## src/shared/cgwd_pkg.sv

```systemverilog
// package: constants and types for the clock generator control block
`default_nettype none
package cgwd_pkg;
	// ************************************************************
	// clock and timing
	// ************************************************************
	localparam int unsigned CLK_HZ = 50000000;
	localparam int unsigned WD_TICK_S = 1;
	localparam int unsigned WD_TICK_CYCLES = CLK_HZ * WD_TICK_S;
	localparam int unsigned RESET_PULSE_CYCLES = 64;
	localparam int unsigned PWRUP_LAT_US = 3000;
	localparam int unsigned PWRUP_LAT_CYCLES = (CLK_HZ / 1000000) * PWRUP_LAT_US;
	localparam int unsigned RESUME_CYCLES = 256;
	// ************************************************************
	// field layouts
	// ************************************************************
	localparam int unsigned SS_ENABLE_BIT = 7;
	localparam int unsigned WD_SEL_W = 4;
	localparam logic [3:0] WD_SEL_OFF = 4'h0;
	localparam int unsigned FREQ_SEL_W = 4;
	localparam int unsigned DIAL_W = 14;
	localparam int unsigned SPREAD_W = 4;
	localparam logic [3:0] STRAP_FREQ_RST = 4'h0;
	// spread codes, hundredths of a percent magnitude
	localparam logic [7:0] SPREAD_DOWN_150 = 8'h96;
	localparam logic [7:0] SPREAD_DOWN_100 = 8'h64;
	localparam logic [7:0] SPREAD_DOWN_070 = 8'h46;
	localparam logic [7:0] SPREAD_DOWN_050 = 8'h32;
	localparam logic [7:0] SPREAD_CTR_075 = 8'h4B;
	localparam logic [7:0] SPREAD_CTR_050 = 8'h32;
	localparam logic [7:0] SPREAD_CTR_035 = 8'h23;
	localparam logic [7:0] SPREAD_CTR_025 = 8'h19;
	// ************************************************************
	// states
	// ************************************************************
	typedef enum logic [3:0] {
		WD_IDLE = 4'h1,
		WD_RUN = 4'h2,
		WD_FIRE = 4'h4,
		WD_DONE = 4'h8
	} cgwd_wd_state_t;
	typedef enum logic [4:0] {
		PD_RUN = 5'h01,
		PD_STOPPING = 5'h02,
		PD_DOWN = 5'h04,
		PD_RESUME = 5'h08,
		PD_ALIGN = 5'h10
	} cgwd_pd_state_t;
endpackage : cgwd_pkg
`default_nettype wire

```

## src/rtl/cgwd_ctrl.sv

```systemverilog
// rtl: control logic of the clock generator (spread, watchdog, power-down)
// Functional notes
// - spread modulation on or off follows control byte 1 bit 7
// - mode bit and two-bit type decode to down or center spread depth
// - dial change applies new frequency in the same cycle the watchdog starts counting
// - timeout selection rewritten to zero before expiry stops watchdog, no reset
// - new soft frequency select value also starts the watchdog
// - expiry drives low reset pulse and sets timeout flag
// - strap one selects differential mode, zero selects open-drain mode
// - differential: pd low on two edges holds other clocks low at fall
// - differential power-down: true host clock high, complement undriven
// - reference clock stop may take more than one of its cycles
// - differential: clocks running within 3 ms of pd release
// - open-drain: pd low on two edges stops all outputs low promptly
// - open-drain power-down: synthesizers, oscillator, management bus off
// - open-drain: restart at rising edge of next full period
// - only first falling edge of power-good counts, then ignored
// - timeout code zero disables, one to fifteen give that many seconds
// - timeout flag clears when selection bits are cleared
// - after watchdog reboot, revert bit picks strap or previous soft setting
`timescale 1ns/1ps
`default_nettype none
module cgwd_ctrl
	import cgwd_pkg::*;
#(
	parameter int unsigned TICK_CYCLES = cgwd_pkg::WD_TICK_CYCLES,
	parameter int unsigned PWRUP_CYCLES = cgwd_pkg::PWRUP_LAT_CYCLES,
	parameter int unsigned RST_PULSE = cgwd_pkg::RESET_PULSE_CYCLES
)
(
	input wire logic clk,
	input wire logic reset_n,
	input wire logic host_clk_in,
	input wire logic [7:0] ctrl_byte1,
	input wire logic spread_mode,
	input wire logic spread_type_hi,
	input wire logic spread_type_lo,
	input wire logic [cgwd_pkg::WD_SEL_W-1:0] watchdog_timeout_sel,
	input wire logic [cgwd_pkg::FREQ_SEL_W-1:0] soft_freq_select,
	input wire logic [cgwd_pkg::DIAL_W-1:0] fine_freq_dial,
	input wire logic freq_revert_sel,
	input wire logic [cgwd_pkg::FREQ_SEL_W-1:0] strap_freq,
	input wire logic processor_family_strap,
	input wire logic power_down_n,
	input wire logic term_supply_good_n,
	output logic spread_enable,
	output logic spread_center,
	output logic [7:0] spread_depth,
	output logic [cgwd_pkg::FREQ_SEL_W-1:0] active_freq_sel,
	output logic [cgwd_pkg::DIAL_W-1:0] active_dial,
	output logic system_reset_out_n,
	output logic watchdog_timeout_flag,
	output logic clocks_gate_n,
	output logic host_true_hold_high,
	output logic host_comp_oe,
	output logic synth_enable,
	output logic osc_enable,
	output logic mgmt_enable,
	output logic clocks_running,
	output logic power_good_seen
);
	// ************************************************************
	// reset release and input synchronisers
	// ************************************************************
	logic [1:0] rst_sync_q;
	logic rst_n;
	always_ff @(posedge clk or negedge reset_n)
	begin
		if (!reset_n)
			rst_sync_q <= 2'h0;
		else
			rst_sync_q <= {rst_sync_q[0], 1'b1};
	end
	assign rst_n = rst_sync_q[1];

	// two flops each; only stage two is read
	logic [2:0] s1_q, s2_q, s1_d, s2_d;
	logic hclk_prev_q, hclk_prev_d;
	always_comb
	begin
		s1_d = {host_clk_in, power_down_n, term_supply_good_n};
		s2_d = s1_q;
		hclk_prev_d = s2_q[2];
	end
	always_ff @(posedge clk or negedge rst_n)
	begin
		if (!rst_n)
		begin
			s1_q <= 3'h3;
			s2_q <= 3'h3;
			hclk_prev_q <= 1'b0;
		end
		else
		begin
			s1_q <= s1_d;
			s2_q <= s2_d;
			hclk_prev_q <= hclk_prev_d;
		end
	end
	logic hclk_s, pd_n_s, pg_n_s, hclk_rise, hclk_fall;
	assign hclk_s = s2_q[2];
	assign pd_n_s = s2_q[1];
	assign pg_n_s = s2_q[0];
	assign hclk_rise = hclk_s & ~hclk_prev_q;
	assign hclk_fall = ~hclk_s & hclk_prev_q;

	// ************************************************************
	// spread spectrum decode
	// ************************************************************
	function automatic logic [7:0] spread_lut(input logic center, input logic [1:0] code);
		logic [7:0] v;
		v = 8'h00;
		case ({center, code})
			3'h0: v = SPREAD_DOWN_150;
			3'h1: v = SPREAD_DOWN_100;
			3'h2: v = SPREAD_DOWN_070;
			3'h3: v = SPREAD_DOWN_050;
			3'h4: v = SPREAD_CTR_075;
			3'h5: v = SPREAD_CTR_050;
			3'h6: v = SPREAD_CTR_035;
			default: v = SPREAD_CTR_025;
		endcase
		return v;
	endfunction : spread_lut

	logic ss_en_q, ss_en_d, ss_ctr_q, ss_ctr_d;
	logic [7:0] ss_depth_q, ss_depth_d;
	always_comb
	begin
		ss_en_d = ctrl_byte1[SS_ENABLE_BIT];
		ss_ctr_d = spread_mode;
		ss_depth_d = spread_lut(spread_mode, {spread_type_hi, spread_type_lo});
	end
	always_ff @(posedge clk or negedge rst_n)
	begin
		if (!rst_n)
		begin
			ss_en_q <= 1'b0;
			ss_ctr_q <= 1'b0;
			ss_depth_q <= SPREAD_DOWN_150;
		end
		else
		begin
			ss_en_q <= ss_en_d;
			ss_ctr_q <= ss_ctr_d;
			ss_depth_q <= ss_depth_d;
		end
	end
	assign spread_enable = ss_en_q;
	assign spread_center = ss_ctr_q;
	assign spread_depth = ss_depth_q;

	// ************************************************************
	// watchdog self-recovery
	// ************************************************************
	cgwd_wd_state_t wd_q, wd_d;
	logic [31:0] tick_q, tick_d;
	logic [3:0] secs_q, secs_d;
	logic [15:0] pulse_q, pulse_d;
	logic flag_q, flag_d, rst_out_q, rst_out_d;
	logic [3:0] soft_freq_select_q, soft_freq_select_d, soft_freq_select_prev_q, soft_freq_select_prev_d, last_soft_q, last_soft_d;
	logic [DIAL_W-1:0] dial_q, dial_d, dial_seen_q, dial_seen_d;
	logic [3:0] soft_seen_q, soft_seen_d;
	logic change;
	always_comb
	begin
		wd_d = wd_q;
		tick_d = tick_q;
		secs_d = secs_q;
		pulse_d = pulse_q;
		flag_d = flag_q;
		rst_out_d = 1'b1;
		soft_freq_select_d = soft_freq_select_q;
		soft_freq_select_prev_d = soft_freq_select_prev_q;
		last_soft_d = last_soft_q;
		dial_d = dial_q;
		dial_seen_d = fine_freq_dial;
		soft_seen_d = soft_freq_select;
		change = (fine_freq_dial != dial_seen_q) || (soft_freq_select != soft_seen_q);
		// the new frequency is applied in the same cycle the timer is armed
		if (change)
		begin
			dial_d = fine_freq_dial;
			soft_freq_select_prev_d = last_soft_q;
			soft_freq_select_d = soft_freq_select;
			last_soft_d = soft_freq_select;
		end
		if (watchdog_timeout_sel == WD_SEL_OFF)
			flag_d = 1'b0;
		case (wd_q)
			WD_IDLE:
				if (change && watchdog_timeout_sel != WD_SEL_OFF)
				begin
					wd_d = WD_RUN;
					tick_d = 32'h0;
					secs_d = 4'h0;
				end
			WD_RUN:
				if (watchdog_timeout_sel == WD_SEL_OFF)
					wd_d = WD_IDLE;
				else if (tick_q == 32'(TICK_CYCLES - 1))
				begin
					tick_d = 32'h0;
					secs_d = secs_q + 4'h1;
					if (secs_q + 4'h1 >= watchdog_timeout_sel)
					begin
						wd_d = WD_FIRE;
						pulse_d = 16'h0;
						flag_d = 1'b1;
					end
				end
				else
					tick_d = tick_q + 32'h1;
			WD_FIRE:
			begin
				rst_out_d = 1'b0;
				pulse_d = pulse_q + 16'h1;
				// low is held through this last count, so the pulse is RST_PULSE cycles wide
				if (pulse_q == 16'(RST_PULSE - 1))
				begin
					wd_d = WD_DONE;
					soft_freq_select_d = freq_revert_sel ? soft_freq_select_prev_q : strap_freq;
				end
			end
			WD_DONE:
				if (change && watchdog_timeout_sel != WD_SEL_OFF)
				begin
					wd_d = WD_RUN;
					tick_d = 32'h0;
					secs_d = 4'h0;
				end
			default: wd_d = WD_IDLE;
		endcase
		// a flag set this cycle wins over a clear
		if (wd_q == WD_RUN && wd_d == WD_FIRE)
			flag_d = 1'b1;
	end
	always_ff @(posedge clk or negedge rst_n)
	begin
		if (!rst_n)
		begin
			wd_q <= WD_IDLE;
			tick_q <= 32'h0;
			secs_q <= 4'h0;
			pulse_q <= 16'h0;
			flag_q <= 1'b0;
			rst_out_q <= 1'b1;
			soft_freq_select_q <= STRAP_FREQ_RST;
			soft_freq_select_prev_q <= STRAP_FREQ_RST;
			last_soft_q <= 4'h0;
			dial_q <= '0;
			dial_seen_q <= '0;
			soft_seen_q <= 4'h0;
		end
		else
		begin
			wd_q <= wd_d;
			tick_q <= tick_d;
			secs_q <= secs_d;
			pulse_q <= pulse_d;
			flag_q <= flag_d;
			rst_out_q <= rst_out_d;
			soft_freq_select_q <= soft_freq_select_d;
			soft_freq_select_prev_q <= soft_freq_select_prev_d;
			last_soft_q <= last_soft_d;
			dial_q <= dial_d;
			dial_seen_q <= dial_seen_d;
			soft_seen_q <= soft_seen_d;
		end
	end
	assign system_reset_out_n = rst_out_q;
	assign watchdog_timeout_flag = flag_q;
	assign active_freq_sel = soft_freq_select_q;
	assign active_dial = dial_q;

	// ************************************************************
	// power-down sequencing
	// ************************************************************
	cgwd_pd_state_t pd_q, pd_d;
	logic [1:0] low_cnt_q, low_cnt_d;
	logic [31:0] lat_q, lat_d;
	logic pg_seen_q, pg_seen_d, pg_prev_q, pg_prev_d, mode_q, mode_d, mode_cap_q;
	logic gate_n_q, gate_n_d, hold_q, hold_d, comp_oe_q, comp_oe_d;
	logic synth_q, synth_d, run_q, run_d;
	always_comb
	begin
		pd_d = pd_q;
		low_cnt_d = low_cnt_q;
		lat_d = lat_q;
		gate_n_d = gate_n_q;
		hold_d = hold_q;
		comp_oe_d = comp_oe_q;
		synth_d = synth_q;
		run_d = run_q;
		pg_prev_d = pg_n_s;
		pg_seen_d = pg_seen_q;
		mode_d = mode_q;
		// first falling edge only; later edges ignored
		if (!pg_seen_q && pg_prev_q && !pg_n_s)
			pg_seen_d = 1'b1;
		if (!mode_cap_q)
			mode_d = processor_family_strap;
		// two consecutive host-clock rising edges with pd low
		if (hclk_rise)
			low_cnt_d = pd_n_s ? 2'h0 : (low_cnt_q == 2'h2 ? 2'h2 : low_cnt_q + 2'h1);
		case (pd_q)
			PD_RUN:
				if (low_cnt_q == 2'h2)
				begin
					pd_d = PD_STOPPING;
					run_d = 1'b0;
				end
			PD_STOPPING:
				// differential gates at a falling edge so no pulse is cut, may span cycles; open-drain gates at once
				if (hclk_fall || !mode_q)
				begin
					gate_n_d = 1'b0;
					pd_d = PD_DOWN;
					if (mode_q)
					begin
						hold_d = 1'b1;
						comp_oe_d = 1'b0;
					end
					else
						synth_d = 1'b0;
				end
			PD_DOWN:
				if (pd_n_s)
				begin
					pd_d = PD_RESUME;
					lat_d = 32'h0;
					synth_d = 1'b1;
					low_cnt_d = 2'h0;
				end
			PD_RESUME:
				if (!mode_q)
					pd_d = PD_ALIGN;
				else if (lat_q >= 32'(RESUME_CYCLES) || lat_q == 32'(PWRUP_CYCLES - 1))
				begin
					pd_d = PD_ALIGN;
				end
				else
					lat_d = lat_q + 32'h1;
			PD_ALIGN:
				// restart on a rising edge so the first pulse is full
				if (hclk_rise)
				begin
					gate_n_d = 1'b1;
					hold_d = 1'b0;
					comp_oe_d = 1'b1;
					run_d = 1'b1;
					pd_d = PD_RUN;
				end
			default: pd_d = PD_RUN;
		endcase
	end
	always_ff @(posedge clk or negedge rst_n)
	begin
		if (!rst_n)
		begin
			pd_q <= PD_RUN;
			low_cnt_q <= 2'h0;
			lat_q <= 32'h0;
			gate_n_q <= 1'b1;
			hold_q <= 1'b0;
			comp_oe_q <= 1'b1;
			synth_q <= 1'b1;
			run_q <= 1'b1;
			pg_prev_q <= 1'b1;
			pg_seen_q <= 1'b0;
			mode_q <= 1'b1;
			mode_cap_q <= 1'b0;
		end
		else
		begin
			pd_q <= pd_d;
			low_cnt_q <= low_cnt_d;
			lat_q <= lat_d;
			gate_n_q <= gate_n_d;
			hold_q <= hold_d;
			comp_oe_q <= comp_oe_d;
			synth_q <= synth_d;
			run_q <= run_d;
			pg_prev_q <= pg_prev_d;
			pg_seen_q <= pg_seen_d;
			mode_q <= mode_d;
			mode_cap_q <= 1'b1;
		end
	end
	assign clocks_gate_n = gate_n_q;
	assign host_true_hold_high = hold_q;
	assign host_comp_oe = comp_oe_q;
	assign synth_enable = synth_q;
	assign osc_enable = synth_q;
	assign mgmt_enable = synth_q;
	assign clocks_running = run_q;
	assign power_good_seen = pg_seen_q;
endmodule : cgwd_ctrl
`default_nettype wire

```

## config.mk

```make
export PLATFORM = sky130hd
export DESIGN_NAME = cgwd_ctrl
export DESIGN_NICKNAME = d
export VERILOG_FILES = /design/src/shared/cgwd_pkg.sv /design/src/rtl/cgwd_ctrl.sv
export SDC_FILE = /design/constraint.sdc
export NUM_CORES = 1
export LEC_CHECK = 0
export BUFFER_PORTS_ARGS = -buffer_cell sky130_fd_sc_hd__buf_2
export CAP_MARGIN = 20
export CORE_AREA = 2 2 156 158
export CTS_CLUSTER_DIAMETER = 200
export DETAILED_ROUTE_END_ITERATION = 7
export DIE_AREA = 0 0 158 160
export PLACE_DENSITY_LB_ADDON = 0.3
export SLEW_MARGIN = 25
export SYNTH_ARGS = -nofsm -noshare
export SYNTH_HDL_FRONTEND = slang
export SYNTH_SLANG_ARGS = --single-unit
```

## constraint.sdc

```tcl
create_clock -name clk -period 7.23 [get_ports clk]
set_clock_uncertainty 0.05 [all_clocks]
set_input_delay 0.3615 -clock clk [delete_from_list [all_inputs] [get_ports clk]]
set_output_delay 0.3615 -clock clk [all_outputs]
set_load 0.02 [all_outputs]
```

-- Yosys cells after proc, flatten, opt, wreduce, memory -nomap -nowiden
Index checks and enable logic that the tools add are counted.
- register bits after elaboration: 169
- input port bits: 44
- magnitude comparators: 2
- bitwise gates (word level): 4
- reductions and logical operators: 30
- equal/unequal tests: 35
- add/sub/neg operators: 5
- multiplexer cells: 62
- operator list (kind ; number):
    two-way mux 32 bit ; 6
    case mux 32 bit (2 select lines) ; 2
    adder 32 x 1 -> 32 bit (second input constant) ; 2
    two-way mux 16 bit ; 3
    two-way mux 4 bit ; 12
    case mux 8 bit (6 select lines) ; 1
    equality test 32 x 18 -> 1 bit (second input constant) ; 1
    equality test 32 x 26 -> 1 bit (second input constant) ; 1
    >= comparator 32 x 9 -> 1 bit (second input constant) ; 1
    case mux 16 bit (2 select lines) ; 1
    two-way mux 5 bit ; 6
    case mux 5 bit (5 select lines) ; 1
    inequality test 2 bit (second input constant) ; 11
    AND reduction 4 bit ; 5
    two-way mux 1 bit ; 18
    adder 16 x 1 -> 16 bit (second input constant) ; 1
    equality test 16 x 6 -> 1 bit (second input constant) ; 1
    inequality test 14 bit ; 1
    case mux 4 bit (3 select lines) ; 1
    nonzero test 2 bit ; 6
    two-way mux 2 bit ; 5
    case mux 1 bit (2 select lines) ; 5
    equality test 3 bit (second input constant) ; 3
    AND reduction 3 bit ; 3
    other kinds (29) ; 41

-- Depth between registers and ports, before layout
- depth in word-level cells: 9
- mapped depth: 9
- gate-level depth less buffers: 8

-- Worst setup path before layout
No wires, ideal clock.
- path type: reg2reg
- from: reg tick_q[0]
- to: reg secs_q[0]
- stages on the path, launching flop included: 8
- slack: 5.076 ns
- arrival: 1.980 ns
- setup time: 0.125 ns
- buffers on the path: 0
- path through: dfrtp_1 > ha_1 > and4_4 > nand2_4 > nor4_4 > nor2_2 > nor2_1 > mux2_2
- cells in the longest elaborated chain, start to end: 3
- RTL lines (what ; RTL line ; text):
    start, declared ; cgwd_ctrl.sv:157 ; logic [31:0] tick_q, tick_d;
    start signal, assigned ; cgwd_ctrl.sv:258 ; tick_q <= tick_d;
    equality test 32 x 26 -> 1 bit ; cgwd_ctrl.sv:201 ; else if (tick_q == 32'(TICK_CYCLES - 1))
    inequality test 2 bit (no source line) ; - ;
    AND reduction 4 bit (no source line) ; - ;
    end signal, assigned ; cgwd_ctrl.sv:259 ; secs_q <= secs_d;
    end, declared ; cgwd_ctrl.sv:158 ; logic [3:0] secs_q, secs_d;
No other way between the ends.
A chain may end at the register's enable or synchronous reset.

-- Worst setup path after layout
- from: reg dial_seen_q[5]
- to: reg secs_q[0]
- cells in the longest elaborated chain, start to end: 5
- RTL lines (what ; RTL line ; text):
    start, declared ; cgwd_ctrl.sv:162 ; logic [DIAL_W-1:0] dial_q, dial_d, dial_seen_q, dial_seen_d;
    start signal, assigned ; cgwd_ctrl.sv:267 ; dial_seen_q <= dial_seen_d;
    inequality test 14 bit ; cgwd_ctrl.sv:179 ; change = (fine_freq_dial != dial_seen_q) || (soft_freq_select != soft_seen_q);
    logical OR 1 bit ; cgwd_ctrl.sv:179 ;
    logical AND 1 bit ; cgwd_ctrl.sv:192, cgwd_ctrl.sv:226 ;
    inequality test 2 x 1 -> 1 bit (no source line) ; - ;
    AND reduction 4 bit (no source line) ; - ;
No other way between the ends.

==> results.md <==
- Outcome: finished, final reports clean
- Final Instance Area: 9060 um^2
- Drt pass-1 iters: 5
- Top area cells in the synthesized netlist: dfrtp_1 49%, dfstp_2 5.8%, xor2_1 4.4%
- Diode count: 0
- Die ar.: 25300 um^2
- Worst Setup Start Kind: flop
- CTS Root Cell: clkbuf_16
- CP arrival: 3.35 ns
- Worst hold path type: in -> reg
- Least-Margin Pin Slew: 0.978 ns
- Vias in the first global route: about 5400
- Logic pwr share: about a fifth
- Sw Ratio: 31.5%
- Antenna Nets Post-Route: 0
- Wire length per cell: roughly 14 um
- Unrepaired setup endpoints after global routing: no
- Critical path type: reg -> reg
- Clock Power Share: 36.6%
- Core Region: approximately 24000 um^2
- Htree depth: 4
- Area grow syn2layout: 17.8%
- Initial core utilization: approximately 32%
- Rows: 57
- Largest net degree at the start of global routing: between 70 and 80
- P_leak: roughly 4.0 nW
- VDD IR max: roughly 0.15 mV
- First-pass GRT wire length: 27500 um
- Max Root-Sink Buffers: 2
- Mux contribution to synthesized area: 5.08%
- Synth top area share: 49.5%
- Grt ovf: 0
- Top FF cell, synth: dfrtp_1
- Critical Path RT: between 7 and 8 ns
- Post-synth EDFFs: 0
- Synth unique cells: 67
- Via count: roughly 5300
- Setup WS pre-CTS: roughly 4.0 ns
- Layout cells sized above 1: between 20% and 30%
- Dominant cell type by area after synthesis: dfrtp_1
- Clock transition at path regs: 0.07 ns
- # IOs: 82
- Commonest non-fill, non-tap cell in the layout: dfrtp_1
- Fmax achieved: 323 MHz
- MaxCap Viol Count: 0
- Mapped Area: between 7000 and 8000 um^2
- Max_slew headroom: 34.8%
- Syn. warnings: 0
- Routed wire length: 15700 um
- Worst-Skew Late Latency: 0.43 ns
- Placer Congestion: around 0.78
- Post-Synthesis Cells: 697
- Synth Register Bits: 169
- Synth Area in Adders: under 10%
- Largest family of logic cells by synthesized area: simple AND/OR/NAND/NOR gates
- Ys async rst share: 100%
- Tot GR Track Use: approximately 14%
- Setup violations, final: 0
- Internal power: 1.79 mW
- DR DRC count: 0
- Reg power frac: between 40% and 50%
- Num CTS Buffers: 17
- Tmin final: 3.09 ns
- Fin util: 38.0%
- DRT iter0 DRCs: 261
- PortBufs: 74
- Post-DP Area: 8390 um^2
- Most frequent cells in the layout: 151 x dfrtp_1, 74 x buf_2, 44 x nor2_1, 44 x nand2_1
- Worst Setup End Kind: flop
- Final Hold Fails: 0
- Nets: 834
- Post-synthesis xor/xnor area fraction: between 5 and 6%
- Max Slew Vio Count: 0
- Die Y: 160 um
- Final total power: 2.61 mW
- Antenna violations before repair: 0
- Critical Path Fanout Max: 23
- DP Wirelength: 10600 um
- CTS tree: yes
- Synth Area in Simple Gates: 20.3%
- Psw: 0.823 mW
- Vias/cell: 4.76
- Chip width: 158 um
- Setup_tns: 0 ns
- Sequential cell area fraction in the yosys report: 55.3%
- Period utilization: 42.8%
- Post-cts repair resize count: 0
- Setup WS post-layout: 4.14 ns
- Pwr dens: 288 nW/um^2
- Average size of a mapped cell: ~11 um^2
- Clock sinks: between 150 and 200
- Synth Area in Compound Gates: under 10%
-- synthesized netlist by cell type (all sizes together), types with 18 or more instances --
library cell and instances:
dfrtp 152, nor2 48, o21ai 47, nand2 45, xor2 39, nand3 38
nor3 30, and2 27, inv 24, mux2 24, a21oi 22, nor4 18
-- worst max-delay path, stage by stage (launching register included) --
cell and delay, ns:
dfrtp_1 0.37, xor2_1 0.16, nor4_1 0.46, nand3_1 0.33, o31ai_4 0.81, buf_4 0.41, nor2_1 0.09, mux2_2 0.30
-- area by class of cell --
type / count / area [um^2]
clock buffers: 19 / 433
clock inverters: 13 / 183
fillers: 2381 / 14800
inverters: 24 / 90.1
multi-input cells: 481 / 3220
flip-flops and latches: 169 / 4250
well taps: 324 / 405
repair buffers: 86 / 477
-- through the flow --
step / hold slack [ns] / cells
after floorplan: 0.0159 / 698
after global placement: 0.0984 / 1079
after detailed placement: 0.0983 / 1079
after CTS: 0.00761 / 1116
after global routing: 0.00580 / 1116
final: 0.0266 / 1116
-- routing by layer --
| metal | vias to the layer above | track usage [%] | wire [um] | share of wire [%] |
|---|---|---|---|---|
| met5 | - | 0 | 0 | 0 |
| met4 | 0 | 4.42 | 196 | 1.2 |
| met3 | 14 | 3.36 | 589 | 3.7 |
| met2 | 97 | 20.3 | 7220 | 46 |
| met1 | 2546 | 19.2 | 7730 | 49 |
| li1 | 2655 | - | - | - |
-- cells by family after synthesis --
| kind of cell | Yosys count |
|---|---|
| AOI/OAI and AO/OA | 114 |
| and+or+nand+nor | 274 |
| xor gates and xnor gates | 44 |
| adders and majority gates | 11 |
| buffers and inverters | 48 |
| muxes | 36 |
| other | 1 |
| DFF | 169 |
-- power by group through the flow --
| stage | Sequential, mW | Clock, mW | Combinational (mW) |
|---|---|---|---|
| floorplan | 1.13 | 0 | 0.403 |
| global placement | 1.12 | 0 | 0.543 |
| detailed placement | 1.12 | 0 | 0.551 |
| CTS | 1.10 | 0.985 | 0.557 |
| global route | 1.12 | 1.02 | 0.625 |
| finish | 1.10 | 0.956 | 0.549 |
-- flip-flops by register name, indices dropped and copies added (netlist names), 4 cells and up --
register and flops:
lat_q 32, tick_q 32, pulse_q 16, active_dial 14
dial_seen_q 14, spread_depth 8, pd_q 5, active_freq_sel 4
last_soft_q 4, secs_q 4, soft_freq_select_prev_q 4, soft_seen_q 4
wd_q 4
-- worst paths after layout --
kind | startpoint | endpoint | slack [ns] | depth (start not counted)
min | fine_freq_dial[1] | dial_seen_q[1] | 0.03 | 1
min in group asynchronous | reset_n | rst_sync_q[1] | 0.21 | 2
max in group asynchronous | rst_sync_q[1] | lat_q[26] | 5.77 | 1
max | dial_seen_q[5] | secs_q[0] | 4.14 | 7
max reg2reg | dial_seen_q[5] | secs_q[0] | 4.14 | 7
min reg2reg | rst_sync_q[1] | pulse_q[5] | 0.25 | 0
-- what timing repair did --
action,4_1_cts,5_1_grt
setup buffers,0,0
hold endpoints to repair,6,0
hold buffers,5,0
(Power assumes the default switching activity.)
